`src/verilog/io_space_pkg.sv`:
```
// shared constants for the i/o space access decoder
// assumes a single 100 MHz system clock and an 8-bit data path
package io_space_pkg;
   // ************************************
   // address map
   // ************************************
   localparam logic [15:0] IoShortLast = 16'h003f;
   localparam logic [15:0] IoBitLast = 16'h001f;
   localparam logic [15:0] IoDataOffset = 16'h0020;
   localparam logic [15:0] ExtFirst = 16'h0060;
   localparam logic [15:0] ExtLast = 16'h00ff;
   localparam int IoShortCount = 64;
   localparam int ExtCount = 160;
   localparam int RegCount = 224;
   localparam int WorkRegCount = 32;
   // ************************************
   // reset values and access kinds
   // ************************************
   localparam logic [7:0] RegResetValue = 8'h00;
   typedef enum logic [2:0] {
      ACC_NONE = 3'b000,
      ACC_IO_READ = 3'b001,
      ACC_IO_WRITE = 3'b010,
      ACC_BIT_SET = 3'b011,
      ACC_BIT_CLEAR = 3'b100,
      ACC_BIT_TEST = 3'b101,
      ACC_MEM_READ = 3'b110,
      ACC_MEM_WRITE = 3'b111
   } acc_type;
endpackage

```
`src/verilog/io_slot.sv`:
```
// one peripheral register slot with per-bit write-one-to-clear option
// assumes hardware set pulses come from the owning peripheral
`timescale 1ns/1ps
module io_slot #(
   parameter logic [7:0] W1C_MASK = 8'h00
) (
   // clock and reset
   input wire logic ref_clk,
   input wire logic rst_n,
   // write side
   input wire logic wrEn,
   input wire logic [7:0] wrData,
   input wire logic [7:0] hwSet,
   // state
   output logic [7:0] value
);
   logic [7:0] val_ff;
   wire logic [7:0] nxt_val;
   wire logic [7:0] plainNext;
   wire logic [7:0] clrNext;
   // w1c bits drop where a one is written, zero leaves them; hw set wins
   assign plainNext = wrEn ? wrData : val_ff;
   assign clrNext = wrEn ? (val_ff & ~wrData) : val_ff;
   assign nxt_val = ((plainNext & ~W1C_MASK) | (clrNext & W1C_MASK)) | (hwSet & W1C_MASK);
   always_ff @(posedge ref_clk) begin
      if (!rst_n) begin
         val_ff <= io_space_pkg::RegResetValue;
      end else begin
         val_ff <= nxt_val;
      end
   end
   assign value = val_ff;
endmodule // io_slot

```
`src/verilog/io_space_access_decoder.sv`:
```
// decoder between the cpu core and the peripheral register space
// assumes one access per cycle from the core, inputs synchronous to ref_clk
//
// Operation
// - bit set, clear and test only work on i/o addresses 0x00 to 0x1f
// - dedicated i/o read and write use short addresses 0x00 to 0x3f
// - data-space address of a short i/o register is short address plus 0x20
// - dedicated i/o opcode field reaches only 64 locations
// - extended region 0x60 to 0xff only reachable by data-space accesses
// - every i/o location reachable by data-space load and store
// - legacy mode unmaps extended region, it becomes plain data memory
// - status flags clear on written one, zero leaves them unchanged
// - bit set and clear rewrite the whole register, clearing every set flag but the one a bit clear addresses
`timescale 1ns/1ps
module io_space_access_decoder #(
   parameter logic [7:0] IMPL_COUNT = 8'd224,
   parameter logic [7:0] W1C_MASK = 8'h0f
) (
   // clock and reset
   input wire logic ref_clk,
   input wire logic rst_n,
   // mode
   input wire logic legacyMode,
   // core request
   input wire logic [2:0] accKind,
   input wire logic [15:0] accAddr,
   input wire logic [2:0] bitSel,
   input wire logic [7:0] wrData,
   // peripheral flag set pulses, per register
   input wire logic [io_space_pkg::RegCount*8-1:0] hwSetFlags,
   // answers
   output logic [7:0] rdData,
   output logic rdValid,
   output logic bitTrue,
   output logic sramSel,
   output logic accError
);
   // ************************************
   // address decode
   // ************************************
   wire logic isIo = accKind inside {io_space_pkg::ACC_IO_READ, io_space_pkg::ACC_IO_WRITE};
   wire logic isBit = accKind inside {io_space_pkg::ACC_BIT_SET, io_space_pkg::ACC_BIT_CLEAR,
                                      io_space_pkg::ACC_BIT_TEST};
   wire logic isMem = accKind inside {io_space_pkg::ACC_MEM_READ, io_space_pkg::ACC_MEM_WRITE};
   // short i/o and bit forms carry only six/five address bits of opcode
   wire logic ioInRange = accAddr <= io_space_pkg::IoShortLast;
   wire logic bitInRange = accAddr <= io_space_pkg::IoBitLast;
   wire logic [15:0] memIdx16 = accAddr - io_space_pkg::IoDataOffset;
   wire logic memLow = accAddr >= io_space_pkg::IoDataOffset && accAddr < io_space_pkg::ExtFirst;
   wire logic memExt = accAddr >= io_space_pkg::ExtFirst && accAddr <= io_space_pkg::ExtLast;
   // legacy mode hands the extended window to sram
   wire logic memHit = isMem && (memLow || (memExt && !legacyMode));
   wire logic ioHit = (isIo && ioInRange) || (isBit && bitInRange);
   wire logic [7:0] regIdx = isMem ? memIdx16[7:0] : accAddr[7:0];
   wire logic implHit = (ioHit || memHit) && regIdx < IMPL_COUNT;
   wire logic toSram = isMem && memExt && legacyMode;
   wire logic badAcc = (accKind != io_space_pkg::ACC_NONE) && !implHit && !toSram;
   // ************************************
   // register array
   // ************************************
   logic [7:0] regVal [io_space_pkg::RegCount];
   wire logic [7:0] curVal = implHit ? regVal[regIdx] : 8'h00;
   wire logic [7:0] bitMask = 8'h01 << bitSel;
   // rmw writes the whole byte back, so set w1c flags other than a bit clear's own bit see a one and clear
   wire logic [7:0] rmwSet = curVal | bitMask;
   wire logic [7:0] rmwClr = curVal & ~bitMask;
   wire logic isWrite = accKind inside {io_space_pkg::ACC_IO_WRITE, io_space_pkg::ACC_MEM_WRITE,
                                        io_space_pkg::ACC_BIT_SET, io_space_pkg::ACC_BIT_CLEAR};
   wire logic [7:0] slotData = (accKind == io_space_pkg::ACC_BIT_SET) ? rmwSet :
                               (accKind == io_space_pkg::ACC_BIT_CLEAR) ? rmwClr : wrData;
   wire logic doWrite = isWrite && implHit;
   wire logic isRead = accKind inside {io_space_pkg::ACC_IO_READ, io_space_pkg::ACC_MEM_READ};
   genvar g;
   generate
      for (g = 0; g < io_space_pkg::RegCount; g++) begin : gSlot
         io_slot #(
            .W1C_MASK(W1C_MASK)
         ) uSlot (
            .ref_clk(ref_clk),
            .rst_n(rst_n),
            .wrEn(doWrite && regIdx == 8'(g)),
            .wrData(slotData),
            .hwSet(hwSetFlags[g*8 +: 8]),
            .value(regVal[g])
         );
      end
   endgenerate
   // ************************************
   // answer registers
   // ************************************
   logic [7:0] rdData_ff;
   logic rdValid_ff;
   logic bitTrue_ff;
   logic sramSel_ff;
   logic accError_ff;
   wire logic [7:0] nxt_rdData = (isRead && implHit) ? curVal : 8'h00;
   wire logic nxt_bitTrue = (accKind == io_space_pkg::ACC_BIT_TEST) && implHit && curVal[bitSel];
   // registered answers, one cycle after the request
   always_ff @(posedge ref_clk) begin
      if (!rst_n) begin
         rdData_ff <= 8'h00;
         rdValid_ff <= 1'b0;
         bitTrue_ff <= 1'b0;
         sramSel_ff <= 1'b0;
         accError_ff <= 1'b0;
      end else begin
         rdData_ff <= nxt_rdData;
         rdValid_ff <= isRead && implHit;
         bitTrue_ff <= nxt_bitTrue;
         sramSel_ff <= toSram;
         accError_ff <= badAcc;
      end
   end
   assign rdData = rdData_ff;
   assign rdValid = rdValid_ff;
   assign bitTrue = bitTrue_ff;
   assign sramSel = sramSel_ff;
   assign accError = accError_ff;
endmodule // io_space_access_decoder

```
`config.mk`:
```
export PLATFORM = sky130hd
export DESIGN_NAME = io_space_access_decoder
export DESIGN_NICKNAME = d
export VERILOG_FILES = /design/src/verilog/io_space_pkg.sv /design/src/verilog/io_slot.sv /design/src/verilog/io_space_access_decoder.sv
export SDC_FILE = /design/constraint.sdc
export NUM_CORES = 2
export LEC_CHECK = 0
export BUFFER_PORTS_ARGS = -buffer_cell sky130_fd_sc_hd__buf_2
export CORE_AREA = 3 3 708 710
export CTS_BUF_LIST = sky130_fd_sc_hd__clkbuf_4
export DETAILED_ROUTE_END_ITERATION = 16
export DIE_AREA = 0 0 711 713
export HOLD_SLACK_MARGIN = 0.06
export PLACE_DENSITY = 0.37
export SKIP_LAST_GASP = 1
export SYNTH_ARGS = -nofsm -noshare
export SYNTH_HDL_FRONTEND = slang
export SYNTH_SLANG_ARGS = --single-unit
```
`constraint.sdc`:
```
create_clock -name ref_clk -period 4.3 [get_ports ref_clk]
set_input_delay 0.86 -clock ref_clk [delete_from_list [all_inputs] [get_ports ref_clk]]
set_output_delay 0.86 -clock ref_clk [all_outputs]
set_load 0.01 [all_outputs]
```
Word-level counts from Yosys, hierarchy flattened
Cells that the tools add are included.
{"block": "word_totals", "n_memories": 0, "latch_bits": 0, "out_inout_bits": 12, "wordCells": 1857, "romBits": 0, "ff_bits": 1804, "mem_bits_rw": 0, "inputBits": 1825}
{"block": "classes", "div": 0, "muxes": 457, "n_mul": 0, "n_lt_le_gt_ge": 9, "add_sub_neg": 1, "eq_ne": 230, "reduce_logical": 253, "bitwise_logic": 677, "n_shift": 1}
{"operator": "bitwise OR 8 x 4 -> 8 bit", "n": 448}
{"operator": "two-way mux 8 bit", "n": 230}
{"operator": "bitwise AND 4 bit", "n": 224}
{"operator": "two-way mux 4 bit", "n": 224}
{"operator": "== test 8 bit (second input constant)", "n": 96}
{"operator": "== test 8 x 7 -> 1 bit (second input constant)", "n": 64}
{"operator": "== test 8 x 6 -> 1 bit (second input constant)", "n": 32}
{"operator": "logical AND 1 bit", "n": 239}
{"operator": "== test 8 x 5 -> 1 bit (second input constant)", "n": 16}
{"operator": "binary-select mux 8 bit (select 8 bit)", "n": 1}
{"operator": "== test 8 x 4 -> 1 bit (second input constant)", "n": 8}
{"operator": "== test 8 x 3 -> 1 bit (second input constant)", "n": 4}
{"operator": "== test 8 x 2 -> 1 bit (second input constant)", "n": 2}
{"operator": "greater-or-equal comparator 16 x 6 -> 1 bit (second input constant)", "n": 1}
{"operator": "greater-or-equal comparator 16 x 7 -> 1 bit (second input constant)", "n": 1}
{"operator": "less-or-equal comparator 16 x 5 -> 1 bit (second input constant)", "n": 1}
{"operator": "less-or-equal comparator 16 x 6 -> 1 bit (second input constant)", "n": 1}
{"operator": "less-or-equal comparator 16 x 8 -> 1 bit (second input constant)", "n": 1}
{"operator": "< comparator 16 x 7 -> 1 bit (second input constant)", "n": 1}
{"operator": "== test 3 bit (second input constant)", "n": 4}
{"operator": "greater-or-equal comparator 9 bit (second input constant)", "n": 1}
{"operator": "NOT 8 -> 9 bit", "n": 1}
{"operator": "bitwise AND 8 bit", "n": 1}
{"operator": "== test 8 x 1 -> 1 bit (second input constant)", "n": 1}
{"operator": "18 further kinds", "n": 26}

Depth between registers and ports, before layout
{"block": "depth", "ltp_word": 16, "mapped_depth": 20}

By module
A second synthesis with hierarchy kept.
{"block": "unflattened", "cells_unflattened": 8174, "area_unflattened_um2": 84164.5}
{"mod": "io_slot", "area_each_um2": 296.5, "instances": 224, "cells_each": 29}
{"mod": "io_space_access_decoder", "area_each_um2": 17740.8, "instances": 1, "cells_each": 1678}

Worst setup path after synthesis
Ideal clock, no wire load.
{"block": "synth_timing", "path_type": "input port to flip-flop", "from": "input port accAddr[5]", "to": "register gSlot[9].uSlot.val_ff[2]", "arrival_time_ns": 3.825, "setup_time_ns": 0.130, "n_path_buf": 4, "path_slack_ns": 0.345, "stages": 15, "cell_sequence": "clkbuf_1 -> inv_1 -> ha_1 -> nor3_1 -> o31ai_1 -> o21ai_1 -> a211oi_2 -> o21ai_1 -> buf_2 -> nor3_1 -> buf_2 -> nand2_1 -> buf_1 -> nor2_1 -> a21oi_4"}
{"block": "synth_via", "elab_chain_len": 16, "elab_cells_between_ends": 36}
{"item": "from (decl)", "line_no": "io_space_access_decoder.sv:26", "rtl": "input wire logic [15:0] accAddr,"}
{"item": "branches (longest 13 deep; another with subtractor 8 x 6 -> 8 bit)"}
{"item": "two-way mux 4 bit (*)", "line_no": "io_slot.sv:23", "rtl": "assign clrNext = wrEn ? (val_ff & ~wrData) : val_ff;"}
{"item": "bitwise OR 8 x 4 -> 8 bit (*) (2 in a row)", "line_no": "io_slot.sv:24", "rtl": "assign nxt_val = ((plainNext & ~W1C_MASK) | (clrNext & W1C_MASK)) | (hwSet & W1C_MASK);"}
{"item": "to (signal assigned)", "line_no": "io_slot.sv:27", "rtl": "val_ff <= io_space_pkg::RegResetValue;"}
{"item": "to (signal assigned)", "line_no": "io_slot.sv:29", "rtl": "val_ff <= nxt_val;"}
{"item": "to (decl)", "line_no": "io_slot.sv:17", "rtl": "logic [7:0] val_ff;"}
Mark *: on every way between the ends. The select of a mux whose other input is x is not followed.
A chain may end at the register's enable or synchronous reset.

Worst setup path after layout
{"block": "layout_timing", "from": "register gSlot[66].uSlot.val_ff[1]", "to": "register gSlot[1].uSlot.val_ff[1]"}
{"block": "layout_via", "elab_chain_len": 12, "elab_cells_between_ends": 13}
{"item": "from (decl)", "line_no": "io_slot.sv:17"}
{"item": "from (signal assigned)", "line_no": "io_slot.sv:27"}
{"item": "from (signal assigned)", "line_no": "io_slot.sv:29"}
{"item": "binary-select mux 8 bit (select 8 bit) (*)", "line_no": "io_space_access_decoder.sv:62", "rtl": "wire logic [7:0] curVal = implHit ? regVal[regIdx] : 8'h00;"}
{"item": "two-way mux 8 bit (not written as such) (*) (2 in a row)", "line_no": "io_space_access_decoder.sv:62"}
{"item": "two-way mux 8 bit (*)", "line_no": "io_space_access_decoder.sv:62"}
{"item": "bitwise AND 8 bit", "line_no": "io_space_access_decoder.sv:66", "rtl": "wire logic [7:0] rmwClr = curVal & ~bitMask;"}
{"item": "two-way mux 8 bit", "line_no": "io_space_access_decoder.sv:70", "rtl": "(accKind == io_space_pkg::ACC_BIT_CLEAR) ? rmwClr : wrData;"}
{"item": "two-way mux 8 bit (*)", "line_no": "io_space_access_decoder.sv:69", "rtl": "wire logic [7:0] slotData = (accKind == io_space_pkg::ACC_BIT_SET) ? rmwSet :"}
{"item": "NOT 4 bit (*)", "line_no": "io_slot.sv:23"}
{"item": "bitwise AND 4 bit (*)", "line_no": "io_slot.sv:23"}
{"item": "two-way mux 4 bit (*)", "line_no": "io_slot.sv:23"}
{"item": "bitwise OR 8 x 4 -> 8 bit (*) (2 in a row)", "line_no": "io_slot.sv:24"}
{"item": "to (signal assigned)", "line_no": "io_slot.sv:27"}
{"item": "to (signal assigned)", "line_no": "io_slot.sv:29"}
{"item": "to (decl)", "line_no": "io_slot.sv:17"}
Every way passes the cells marked *; elsewhere a longest branch is shown, timed or not. The select of a mux whose other input is x is not followed.

==> results.txt <==
----------------------------------------------------
[Power and ir drop]
  Net switching power ... 12900 µW
  Power after layout ... 42300 µW
  Share of total power in the clock network ... approximately two fifths
  Internal power ... 29500 µW
  Part of the total power dissipated in combinational logic ... 16.3%
  Seq pwr share ... between 40% and 50%
  Standby leakage power ... 0.0498 µW
  Switch share ... a little under a third
  Power density of the placed cells ... 335 nW/µm²
  IR drop worst, VDD ... 0.000261 V

[Logic synthesis]
  Main combinational cell family by area after synthesis ... compound AO/OA/AOI/OAI gates
  Post-synth cell types ... 89
  Area leader, netlist ... dfxtp_1
  Register bit count reported by yosys ... roughly 1800
  Largest cells by area after synthesis ... dfxtp_1, mux4_2, o21ai_0, a21oi_1, nor2_1
  Synth async-reset ratio ... 0%
  Xor-xnor portion of the synthesized cell area ... 0%
  Top cell type's share of synthesized area ... 44.9%
  Synthesized Nets ... 10400
  Number of instances in the synthesized netlist ... 8620
  Average size of a mapped cell ... 9.33 µm²
  Adder-cell share of the synthesized area ... 0.0311%
  Compound-gate portion of the synthesized area ... 19.7%
  Share of cell area taken by muxes after synthesis ... around 17%
  Main synth FF type ... dfxtp_1
  Number of synthesized flops with an enable pin ... 0
  Post-Synth Simple-Gate Area ... 9.80%
  YS warnings ... 0
  Synthesized area ... 80400 µm²
  Post-synthesis sequential area ratio ... 44.9%

[Global routing]
  Overflow after GRT ... 0
  Number of global-route vias before repair ... 84200
  First-pass GRT wire length ... 722 mm
  Antenna violations before repair ... 178
  Largest net degree at the start of global routing ... 208
  Total track usage ... slightly above 20%

[Worst hold path]
  Worst min-delay path startpoint ... hwSetFlags[745]
  Worst Hold End ... gSlot[93].uSlot.value[1]
  Path type of the worst min-delay path ... input pin to flip-flop
  Worst hold path cell count ... 4

[Clocking]
  Setup Buffers After CTS ... 0
  CTS Root Cell ... clkbuf_4
  Clock slew at the register clock pins of the worst setup and hold paths ... 0.07 ns
  CTS tree ... yes
  Total number of H-tree levels ... 6
  Cts bufs inserted ... 566
  Post-CTS Resized ... 0
  Clock Sinks ... between 1500 and 2000
  Clock Latency Late Sink ... 1.65 ns
  Maximum count of clock buffers along a single path ... 4

[Detailed routing]
  DR vias ... 84900
  Final antenna-violating net count ... 0
  Length of the first detailed-routing pass in iterations ... 6
  Average vias per placed instance ... around 4.4
  Average detailed-routed wire length per instance ... 28.0 µm
  DRT iter0 DRCs ... 7706
  Drt total wl ... 541 mm
  DRC viols ... 0

[Place]
  HPWL after DPL ... 398 mm
  Number of port buffers ... 940
  Global placer's final weighted congestion ... 0.889

[Setup path]
  Critical Path Sink Type ... flip-flop
  Crit path max fanout ... 32
  Reg2reg setup slack ... about 0.072 ns
  Worst endpoint data arrival time ... 5.60 ns
  Classification of the worst setup path ... flip-flop to flip-flop
  Number of buffer and inverter instances along the worst setup path ... 4
  Type of element launching the critical path ... flip-flop
  Kind of cell adding the most delay to the critical path ... compound AO/OA/AOI/OAI gates
  Highest cell delay on the worst timing path ... roughly 0.74 ns
  End of the worst register-to-register path ... gSlot[1].uSlot.value[1]
  Data required time of the worst path ... roughly 5.7 ns
  Most numerous cell on the critical path ... buf_12
  Cell at the slowest stage of the critical path ... o32ai_2
  R2r worst-path depth ... 12
  Ordered list of cells on the worst path ... mux4_2 -> buf_12 -> mux2i_1 -> o32ai_2 -> o31a_1 -> nand3_1 -> a2111oi_2 -> buf_4 -> o31a_2 -> buf_12 -> a21oi_1 -> dlygate4sd3_1
  RR Startpoint ... gSlot[66].uSlot.value[1]

[Floorplanning]
  Starting density of the core ... 16.2%
  Die Wd ... 711 µm
  Row count ... 259
  Die Outline Area ... 507000 µm²
  Std-Cell Core Area ... between 400000 and 500000 µm²
  Number of I/O pins ... approximately 1800
  Overall die height ... 713 µm

[Finish]
  Area added between synthesis and finish ... 57.0%
  Commonest cells after routing, fill and taps aside ... dlygate4sd3_1, dfxtp_1, o21ai_0
  Most common cell after layout, fill and taps aside ... dlygate4sd3_1
  Layout filler cell count ... between 50000 and 60000
  Layout cell share with drive strength beyond 1 ... roughly 28%
  Net count reported at finish ... 14000

[STA]
  Final number of hold-violating endpoints ... 0
  Worst rel slew slack ... under 10%
  Setup repair after global routing missed its margin ... no
  Final setup violation count ... 0
  Final clock period utilization by the worst path ... a little over nine tenths
  Maximum clock skew at final layout ... 0.183 ns
  Number of pins exceeding their max-slew limit in the final report ... 0
  Worst Max-Slew Pin Slew ... 1.35 ns
  Summed negative setup slack over all endpoints ... 0 ns
  Post-route minimum period ... 4.23 ns
  Fmax ... ~240 MHz

[Outcome]
  Status ... finished clean

[Flow run]
  Max Cap Viol ... 0

----------------------------------------------------
-- power groups by stage --
| stage | combinational (µW) | sequential, µW | clock [µW] |
|---|---|---|---|
| after floorplan | 2280 | 17800 | 0 |
| after global placement | 5460 | 18000 | 0 |
| after detailed placement | 5470 | 18000 | 0 |
| after CTS | 6840 | 17700 | 18300 |
| after global routing | 7200 | 17700 | 19200 |
| final | 6910 | 17700 | 17700 |
-- worst register-to-register path: stages (launching register included) --
cell and delay (ns):
dfxtp_1 0.55, mux4_2 0.36, buf_12 0.14, mux2i_1 0.15, o32ai_2 0.74, o31a_1 0.29
nand3_1 0.12, a2111oi_2 0.36, buf_4 0.20, o31a_2 0.17, buf_12 0.23, a21oi_1 0.18
dlygate4sd3_1 0.57
-- cell families (layout without fill, tap and decap cells) --
| kind of cell | after synthesis | count (layout) |
|---|---|---|
| AOI/OAI and AO/OA | 2723 | 2723 |
| DFF | 1804 | 1804 |
| and+or+nand+nor | 1803 | 1803 |
| buffers and inverters | 1572 | 5484 |
| muxes | 716 | 716 |
| adders and majority gates | 2 | 2 |
| other | 0 | 160 |
-- final cells by class --
cell class                 instances  area [µm²]  share of cell area (%)
timing repair buffer            3744       33500                    26.5
clock inverter                   146        1030                   0.814
antenna                          160         400                   0.317
multi-input combinational       5244       38000                    30.1
clock buffer                     779        5850                    4.63
tap                             6655        8330                    6.59
sequential                      1804       36100                    28.6
inverter                         815        3070                    2.43
-- worst max-delay path by stage --
| stage | startpoint | to | slack, ns | depth (start not counted) |
|---|---|---|---|---|
| 6_report | gSlot[66].uSlot.value[1] | gSlot[1].uSlot.value[1] | 0.07 | 12 |
| 5_1_grt | gSlot[218].uSlot.value[0] | gSlot[9].uSlot.value[0] | 0.07 | 13 |
| 4_1_cts | gSlot[66].uSlot.value[1] | gSlot[9].uSlot.value[1] | 0.23 | 12 |
| 3_5_place_dp | accAddr[0] | gSlot[22].uSlot.value[3] | -0.43 | 14 |
| 3_3_place_gp | accAddr[0] | gSlot[17].uSlot.value[3] | -0.42 | 14 |
| 2_1_floorplan | accAddr[5] | gSlot[9].uSlot.value[2] | 0.34 | 15 |
-- cell usage after synthesis, drive strengths merged (10+ instances only) --
cell,count
a211oi,392
a21oi,919
a22oi,38
a31oi,40
and2,10
buf,251
clkbuf,498
dfxtp,1804
inv,813
mux2,11
mux2i,200
mux4,505
nand2,410
nand2b,12
nand3,342
nand4,13
nor2,899
nor2b,10
nor3,54
nor4,15
o21a,37
o21ai,1215
o22ai,16
or3,17
-- per-stage QoR --
step	std cells	cell area [µm²]	setup slack (ns)	utilization [%]	hold WS [ns]
CTS	19200	126000	0.229	25.4	0.0601
global placement	16400	100000	-0.416	20.2	0.445
floorplan	8620	80400	0.345	-	0.432
finish	19300	126000	0.0722	25.4	0.243
detailed placement	16400	100000	-0.432	20.2	0.450
global route	19200	126000	0.0719	25.4	0.130
-- layer usage --
layer  global-route usage, %  share of wire [%]
met1                    26.8                 43
met3                    4.49                7.3
met4                    8.94                4.2
met5                       0              0.022
met2                    32.5                 45
-- what timing repair did --
action	CTS	global route
hold endpoints to repair	1572	0
hold buffers	1850	0
endpoints found under the setup margin	0	0
No activity file was read; power rests on OpenSTA's default activity.
